### config.mk
export PLATFORM = sky130hd
export DESIGN_NAME = asp_ctrl
export DESIGN_NICKNAME = d
export VERILOG_FILES = /design/src/core/asp_pkg.sv /design/src/core/asp_timer.sv /design/src/core/asp_ctrl.sv
export SDC_FILE = /design/constraint.sdc
export NUM_CORES = 1
export LEC_CHECK = 0
export BUFFER_PORTS_ARGS = -buffer_cell sky130_fd_sc_hd__buf_4
export CAP_MARGIN = 20
export CORE_MARGIN = 1.5
export CORE_UTILIZATION = 56
export CTS_BUF_LIST = sky130_fd_sc_hd__clkbuf_16
export CTS_CLUSTER_DIAMETER = 200
export DETAILED_ROUTE_END_ITERATION = 8
export GPL_TIMING_DRIVEN = 0
export PLACE_DENSITY = 0.84
export SLEW_MARGIN = 20
export SYNTH_ARGS = -nofsm -noshare
export SYNTH_HDL_FRONTEND = slang
export SYNTH_HIERARCHICAL = 1
export SYNTH_SLANG_ARGS = --single-unit
### constraint.sdc
create_clock -name CLK_I -period 7.9 [get_ports CLK_I]
set_input_delay 0.395 -clock CLK_I [delete_from_list [all_inputs] [get_ports CLK_I]]
set_output_delay 0.395 -clock CLK_I [all_outputs]
set_load 0.05 [all_outputs]
### src/core/asp_pkg.sv
// constants shared by the async sram port controller
package asp_pkg;
    localparam int unsigned ADDR_W        = 20;
    localparam int unsigned DATA_W        = 16;
    localparam int unsigned BYTE_W        = 8;
    localparam int unsigned CLK_PERIOD_NS = 10;
    // power-up settle time in microseconds
    localparam int unsigned POWERUP_US    = 1000;
    localparam int unsigned POWERUP_CYC   = (POWERUP_US * 1000) / CLK_PERIOD_NS;
    // slowest grade cycle time, ns
    localparam int unsigned CYCLE_NS      = 12;
    localparam int unsigned PHASE_CYC_MIN = (CYCLE_NS + CLK_PERIOD_NS - 1) / CLK_PERIOD_NS;
    localparam int unsigned CNT_W         = 17;
    localparam logic [CNT_W-1:0] CNT_ZERO = 17'h00000;
    localparam logic [CNT_W-1:0] CNT_ONE  = 17'h00001;
    typedef enum logic [4:0] {
        ASP_POWERUP = 5'h01,
        ASP_IDLE    = 5'h02,
        ASP_READ    = 5'h04,
        ASP_WRITE   = 5'h08,
        ASP_RECOVER = 5'h10
    } asp_state_e;
endpackage

### src/core/asp_timer.sv
// down counter that flags when a loaded cycle count has expired
module asp_timer (
    input  wire logic                    clk_i,
    input  wire logic                    arst_n_i,
    input  wire logic                    load_i,
    input  wire logic [asp_pkg::CNT_W-1:0] count_i,
    output logic                         done_o
);
    logic [asp_pkg::CNT_W-1:0] cnt_r;

    // load wins over counting so a new phase always starts full length
    always_ff @(posedge clk_i or negedge arst_n_i) begin
        if (!arst_n_i) begin
            cnt_r <= asp_pkg::CNT_ZERO;
        end else if (load_i) begin
            cnt_r <= count_i;
        end else if (cnt_r != asp_pkg::CNT_ZERO) begin
            cnt_r <= cnt_r - asp_pkg::CNT_ONE;
        end
    end

    assign done_o = (cnt_r == asp_pkg::CNT_ZERO);
endmodule

### src/core/asp_ctrl.sv
// host-side controller driving an asynchronous 1M x 16 sram
// Functional notes
// RULE1 - memory holds 1M words of 16 bits
// RULE2 - 20-bit address selects the word
// RULE3 - write: select low, write strobe low
// RULE4 - low byte select gates lower byte write
// RULE5 - high byte select gates upper byte write
// RULE6 - read: select, output drive low, strobe high
// RULE7 - memory drives low byte when selected
// RULE8 - memory drives high byte when selected
// RULE9 - memory floats when deselected or disabled
// RULE10 - memory never drives during a write
// RULE11 - memory enters standby when deselected
// RULE12 - wait power-up interval before any access
// RULE13 - no valid operation before supply ready
// RULE14 - read data valid within access time
// RULE15 - write ends at first rising control
// RULE16 - phase lengths from clock-count parameter
module asp_ctrl #(
    parameter int unsigned POWERUP_CYCLES = asp_pkg::POWERUP_CYC,
    parameter int unsigned PHASE_CYCLES   = asp_pkg::PHASE_CYC_MIN
) (
    input  wire logic                     CLK_I,
    input  wire logic                     ARST_N_I,
    // user request side
    input  wire logic                     REQ_VALID_I,
    input  wire logic                     REQ_WRITE_I,
    input  wire logic [asp_pkg::ADDR_W-1:0] REQ_ADDR_I,
    input  wire logic [asp_pkg::DATA_W-1:0] REQ_WDATA_I,
    input  wire logic [1:0]               REQ_BYTE_EN_I,
    output logic                          REQ_READY_O,
    output logic                          RSP_VALID_O,
    output logic [asp_pkg::DATA_W-1:0]    RSP_RDATA_O,
    output logic                          POWER_OK_O,
    // sram pins
    output logic [asp_pkg::ADDR_W-1:0]    MEM_ADDR_O,
    output logic                          MEM_CHIP_SELECT_N_O,
    output logic                          MEM_WRITE_STROBE_N_O,
    output logic                          MEM_OUTPUT_DRIVE_N_O,
    output logic                          MEM_LOW_BYTE_SEL_N_O,
    output logic                          MEM_HIGH_BYTE_SEL_N_O,
    input  wire logic [asp_pkg::DATA_W-1:0] MEM_DATA_I,
    output logic [asp_pkg::DATA_W-1:0]    MEM_DATA_O,
    output logic                          MEM_DATA_OE_N_O
);
    localparam logic [asp_pkg::CNT_W-1:0] PWR_LOAD = asp_pkg::CNT_W'(POWERUP_CYCLES);
    localparam logic [asp_pkg::CNT_W-1:0] PH_LOAD  = asp_pkg::CNT_W'(PHASE_CYCLES - 1);

    asp_pkg::asp_state_e                 state_r;
    asp_pkg::asp_state_e                 state_nxt;
    logic                                timer_load;
    logic [asp_pkg::CNT_W-1:0]           timer_count;
    logic                                timer_done;
    logic                                pwr_started_r;
    logic [asp_pkg::DATA_W-1:0]          din_meta_r;
    logic [asp_pkg::DATA_W-1:0]          din_sync_r;
    logic                                accept;
    logic [1:0]                          rd_pipe_r;

    // phase timer shared by power-up wait and access phases
    asp_timer u_timer (
        .clk_i    (CLK_I),
        .arst_n_i (ARST_N_I),
        .load_i   (timer_load),
        .count_i  (timer_count),
        .done_o   (timer_done)
    );

    assign accept = (state_r == asp_pkg::ASP_IDLE) && REQ_VALID_I;

    // next state: no access until power-up wait has run out
    always_comb begin
        state_nxt   = state_r;
        timer_load  = 1'b0;
        timer_count = PH_LOAD;
        case (state_r)
            asp_pkg::ASP_POWERUP: begin
                if (!pwr_started_r) begin
                    timer_load  = 1'b1; // RULE12
                    timer_count = PWR_LOAD;
                end else if (timer_done) begin
                    state_nxt = asp_pkg::ASP_IDLE; // RULE12
                end
            end
            asp_pkg::ASP_IDLE: begin
                if (REQ_VALID_I) begin
                    timer_load = 1'b1; // RULE16
                    state_nxt  = REQ_WRITE_I ? asp_pkg::ASP_WRITE : asp_pkg::ASP_READ;
                end
            end
            asp_pkg::ASP_READ: begin
                if (timer_done) begin
                    timer_load = 1'b1;
                    state_nxt  = asp_pkg::ASP_RECOVER;
                end
            end
            asp_pkg::ASP_WRITE: begin
                if (timer_done) begin
                    timer_load = 1'b1;
                    state_nxt  = asp_pkg::ASP_RECOVER;
                end
            end
            asp_pkg::ASP_RECOVER: begin
                if (timer_done) begin
                    state_nxt = asp_pkg::ASP_IDLE;
                end
            end
            default: begin
                state_nxt = asp_pkg::ASP_POWERUP;
            end
        endcase
    end

    // state register
    always_ff @(posedge CLK_I or negedge ARST_N_I) begin
        if (!ARST_N_I) begin
            state_r <= asp_pkg::ASP_POWERUP;
        end else begin
            state_r <= state_nxt;
        end
    end

    // marks that the power-up count was loaded once
    always_ff @(posedge CLK_I or negedge ARST_N_I) begin
        if (!ARST_N_I) begin
            pwr_started_r <= 1'b0;
        end else begin
            pwr_started_r <= 1'b1;
        end
    end

    // power-good flag; supply level itself is outside this logic
    always_ff @(posedge CLK_I or negedge ARST_N_I) begin
        if (!ARST_N_I) begin
            POWER_OK_O <= 1'b0;
        end else begin
            POWER_OK_O <= (state_nxt != asp_pkg::ASP_POWERUP); // RULE13
        end
    end

    // ready only in idle once the next cycle stays idle
    always_ff @(posedge CLK_I or negedge ARST_N_I) begin
        if (!ARST_N_I) begin
            REQ_READY_O <= 1'b0;
        end else begin
            REQ_READY_O <= (state_nxt == asp_pkg::ASP_IDLE);
        end
    end

    // address and write data held for the whole access and recovery
    always_ff @(posedge CLK_I or negedge ARST_N_I) begin
        if (!ARST_N_I) begin
            MEM_ADDR_O            <= '0;
            MEM_DATA_O            <= '0;
            MEM_LOW_BYTE_SEL_N_O  <= 1'b1;
            MEM_HIGH_BYTE_SEL_N_O <= 1'b1;
        end else if (accept && REQ_READY_O) begin
            MEM_ADDR_O            <= REQ_ADDR_I; // RULE2
            MEM_DATA_O            <= REQ_WDATA_I;
            MEM_LOW_BYTE_SEL_N_O  <= ~REQ_BYTE_EN_I[0]; // RULE4 RULE7
            MEM_HIGH_BYTE_SEL_N_O <= ~REQ_BYTE_EN_I[1]; // RULE5 RULE8
        end
    end

    // control strobes; select and strobe fall together so the
    // write ends when both rise at the same edge, with address held
    always_ff @(posedge CLK_I or negedge ARST_N_I) begin
        if (!ARST_N_I) begin
            MEM_CHIP_SELECT_N_O  <= 1'b1;
            MEM_WRITE_STROBE_N_O <= 1'b1;
            MEM_OUTPUT_DRIVE_N_O <= 1'b1;
        end else begin
            MEM_CHIP_SELECT_N_O  <= !((state_nxt == asp_pkg::ASP_READ) ||
                                      (state_nxt == asp_pkg::ASP_WRITE)); // RULE3 RULE6
            MEM_WRITE_STROBE_N_O <= (state_nxt != asp_pkg::ASP_WRITE); // RULE3 RULE15
            MEM_OUTPUT_DRIVE_N_O <= (state_nxt != asp_pkg::ASP_READ); // RULE6
        end
    end

    // host drives the bus while writing and one cycle past the strobe rise,
    // so data hold is met; memory is deselected then, so no fight
    always_ff @(posedge CLK_I or negedge ARST_N_I) begin
        if (!ARST_N_I) begin
            MEM_DATA_OE_N_O <= 1'b1;
        end else begin
            MEM_DATA_OE_N_O <= !((state_nxt == asp_pkg::ASP_WRITE) ||
                                 (state_r == asp_pkg::ASP_WRITE)); // RULE10 RULE15
        end
    end

    // read data from pins crosses two flops before use
    always_ff @(posedge CLK_I or negedge ARST_N_I) begin
        if (!ARST_N_I) begin
            din_meta_r <= '0;
            din_sync_r <= '0;
        end else begin
            din_meta_r <= MEM_DATA_I;
            din_sync_r <= din_meta_r;
        end
    end

    // read end marker follows the bus through both sync flops
    always_ff @(posedge CLK_I or negedge ARST_N_I) begin
        if (!ARST_N_I) begin
            rd_pipe_r <= 2'h0;
        end else begin
            rd_pipe_r <= {rd_pipe_r[0], (state_r == asp_pkg::ASP_READ) && timer_done};
        end
    end

    // bus sampled on the edge that ends the read phase, so the whole
    // phase counts toward access time; costs two cycles of latency
    always_ff @(posedge CLK_I or negedge ARST_N_I) begin
        if (!ARST_N_I) begin
            RSP_VALID_O <= 1'b0;
            RSP_RDATA_O <= '0;
        end else begin
            RSP_VALID_O <= 1'b0;
            if (rd_pipe_r[1]) begin
                RSP_VALID_O <= 1'b1; // RULE14
                RSP_RDATA_O <= din_sync_r;
            end
        end
    end
endmodule

==> results.md <==
* Core area at 7850 um2
* CTS H-tree depth at 4
* Required time of the worst setup path at 8.16 ns
* Wire length per cell at ~19 um
* Clk_skew at 0.00771 ns
* Async SR Flop Fraction at 100%
* Bufs and invs on worst path at 4
* Diode count at 0
* Final hold violations at 0
* Initial DRT Pass Iterations at 4
* Initial antenna violation count at 0
* Grt ovf at 0
* Remaining DRCs at 0
* Worst EP arrival at 3.75 ns
* RSZ-0062 raised after global routing: no
* Layout cells sized above 1 at approximately 47%
* Hold wc startpoint: MEM_DATA_I[0]
* Post-CTS Hold Fix Bufs at 0
* Critical path class: flip-flop to flip-flop
* Met1 usage at 29.0%
* Final setup vio count at 0
* Cell family with most CP delay: simple AND/OR/NAND/NOR gates
* Clock latency on the worst-skew pair at 0.41 ns
* Largest net degree at the start of global routing at ~120
* DR vias/cell at 5.34
* Worst slew margin at 40.2%
* Cts bufs inserted at 17
* Power Total at between 1.5 and 2 mW
* Peak VDD IR at 0.159 mV
* Post-synth top area cell: dfrtp_1
* Core Util, Final at 79.8%
* Pwr dens at 241 nW/um2
* GR Util met2 at between 40% and 50%
* Post-synth EDFFs at 0
* Postcts setup bufs at 0
* IO buf count at 118
* GRT met3 Usage at under 10%
* Netlist cell types at 51
* Routed WL at 11.0 mm
* CTS Buffer Depth at 2
* Via count of the first global-routing pass at 3250
* Cell Rows at 32
* CTS tree: built
* Crit path max fanout at 15
* Netlist Area Pre-Place at 4590 um2
* Worst slew pin tran at 0.897 ns
* Min Tclk post-route at approximately 3.5 ns
* Routability cong. at 0.826
* First-pass GRT wire length at approximately 17 mm
* Outcome: finished, final reports clean
* Die Height at 93.6 um
* DR vias at 3101
* Crit path largest cell delay at roughly 0.55 ns
* Final nets at ~530
* Tot GR Track Use at 26.3%
* Critical path's slowest cell: nor4b_1
* Post-synthesis sequential element count at 118
* Post-route ant nets at 0
* Synth warn at 6
* HP Class: input port to flip-flop
* Busiest grt layer: met2
* Layout fillers at 437
* Post-synthesis sequential area ratio at 64.5%
* Syn avg cell area at around 14 um2
* P_leak at between 3 and 4 nW
* Fin crit share at 44.1%
* CTS resizes at 0
* Hpwl dp at 6.72 mm
* Yosys top cell area share at 60.5%
* Cells along the critical path: inv_1 -> ha_1 -> nor4b_1 -> nand2b_1 -> nor3_2 -> buf_2 -> nand3_1 -> nand3_1 -> clkbuf_1 -> clkbuf_1 -> o31ai_1
* Final TNS setup at 0 ns
* Layout area overhead at 36.4%
* Worst R2R Start: u_timer/cnt_r[0]
* FMAX at 0.287 GHz
* Initial core utilization at roughly 59%
* Largest cells by area after synthesis: dfrtp_1 60%, mux2_2 8.3%, mux2_4 5.9%
* Critical Path Start: u_timer/cnt_r[0]
* Gate Count Post-Synth at 320
* Top Ports at 119
* DRT iter0 DRCs at 123
* Setup crit end kind: flip-flop
* Slew Limit Fails at 0
* CP startpoint kind: flip-flop
* Die ar. at 8750 um2
* MaxCap Viol Count at 0
* Die width at 93.6 um
* CTS Sinks at 118
* Root Driver: clkbuf_16
* Top FF cell, synth: dfrtp_1
* Clock transition at the registers of the reported paths at 0.06 ns
==> flip-flops by register name (all words and copies together), names as in the netlist, 2 cells and up <==
name / count
u_timer/cnt_r: 17
state_r: 5
RSP_RDATA_O: 16
din_sync_r: 16
MEM_DATA_O: 16
MEM_ADDR_O: 20
rd_pipe_r: 2
din_meta_r: 16
==> synthesized netlist by cell type (2+ instances only) <==
| cell type | count |
|---|---|
| nand4_1 | 2 |
| mux2_4 | 18 |
| or3_1 | 2 |
| buf_6 | 4 |
| inv_1 | 6 |
| and3_1 | 4 |
| mux2i_1 | 2 |
| conb_1 | 2 |
| nor2b_1 | 5 |
| clkbuf_1 | 5 |
| or4_1 | 2 |
| o31ai_1 | 13 |
| nor3_1 | 6 |
| o22ai_1 | 2 |
| buf_2 | 4 |
| nor4b_1 | 2 |
| a21oi_1 | 3 |
| dfstp_2 | 7 |
| nor4_1 | 5 |
| a22oi_1 | 2 |
| a21boi_0 | 3 |
| o21ai_0 | 4 |
| xor2_1 | 5 |
| nor2_1 | 9 |
| dfrtp_1 | 111 |
| mux2_2 | 34 |
| nand2b_1 | 4 |
| xnor2_1 | 8 |
| nand3_1 | 5 |
| nand2_1 | 20 |
==> area by class of cell <==
class                   count  area, um2  area share, %
clock inverters            15        191           3.06
flip-flops and latches    118       2960           47.3
well taps                 102        128           2.04
repair buffers            118        892           14.2
inverters                   6       22.5          0.360
plain buffers              14       87.6           1.40
multi-input cells         191       1560           24.8
clock buffers              17        425           6.79
==> cell usage in the layout, fill, tap and decap left out, types with 7 or more instances in the layout <==
cell,n
o31ai_1,13
dfrtp_1,111
mux2_4,18
nor2_1,9
nand2_1,20
clkbuf_16,17
xnor2_1,8
buf_4,117
mux2_2,34
dfstp_2,7
conb_1,11
==> worst paths after layout <==
path                                     to  cells after the start  slack (ns)
setup reg to reg           u_timer/cnt_r[7]                     11        4.42
min in group asynchronous    RSP_RDATA_O[3]                      1        0.12
setup / recovery           u_timer/cnt_r[7]                     11        4.42
max in group asynchronous  u_timer/cnt_r[1]                      1        7.17
hold / removal                din_meta_r[0]                      1        0.09
hold reg to reg              din_sync_r[12]                      0        0.35
==> layer usage <==
metal,vias to the layer above,routed length (um),share of wire [%]
met4,0,279,2.5
met2,95,6120,56
li1,1418,-,-
met1,1567,4060,37
met5,-,0,0
met3,21,525,4.8
==> worst register-to-register path, stage by stage, from the launching register on <==
cell	delay, ns
dfrtp_1	0.39
inv_1	0.10
ha_1	0.22
nor4b_1	0.55
nand2b_1	0.20
nor3_2	0.30
buf_2	0.36
nand3_1	0.13
nand3_1	0.11
clkbuf_1	0.36
clkbuf_1	0.46
o31ai_1	0.17
==> logic make-up after synthesis <==
| family | synth area share, % |
|---|---|
| DFF | 64.5 |
| xor gates and xnor gates | 2.48 |
| adders and majority gates | 0.272 |
| AOI/OAI and AO/OA | 5.64 |
| and+or+nand+nor | 9.92 |
| other | 0.164 |
| muxes | 14.7 |
| buffers and inverters | 2.40 |
==> stage by stage <==
stage                     area [um2]  setup slack [ns]  hold slack [ns]  instances
after global routing            6260              4.12           0.0730        581
after global placement          5640              4.60            0.332        549
after CTS                       6260              4.47           0.0775        581
after detailed placement        5640              4.50            0.336        549
after floorplan                 4630              5.24           0.0994        329
final                           6260              4.42           0.0923        581
==> where the power goes <==
part / internal [mW] / switching [mW] / total (mW)
Clock: 0.503 / 0.292 / 0.795
Combinational: 0.0360 / 0.0381 / 0.0741
Sequential: 0.623 / 0.0154 / 0.639
Note: power is estimated with default switching activity, not from simulation.
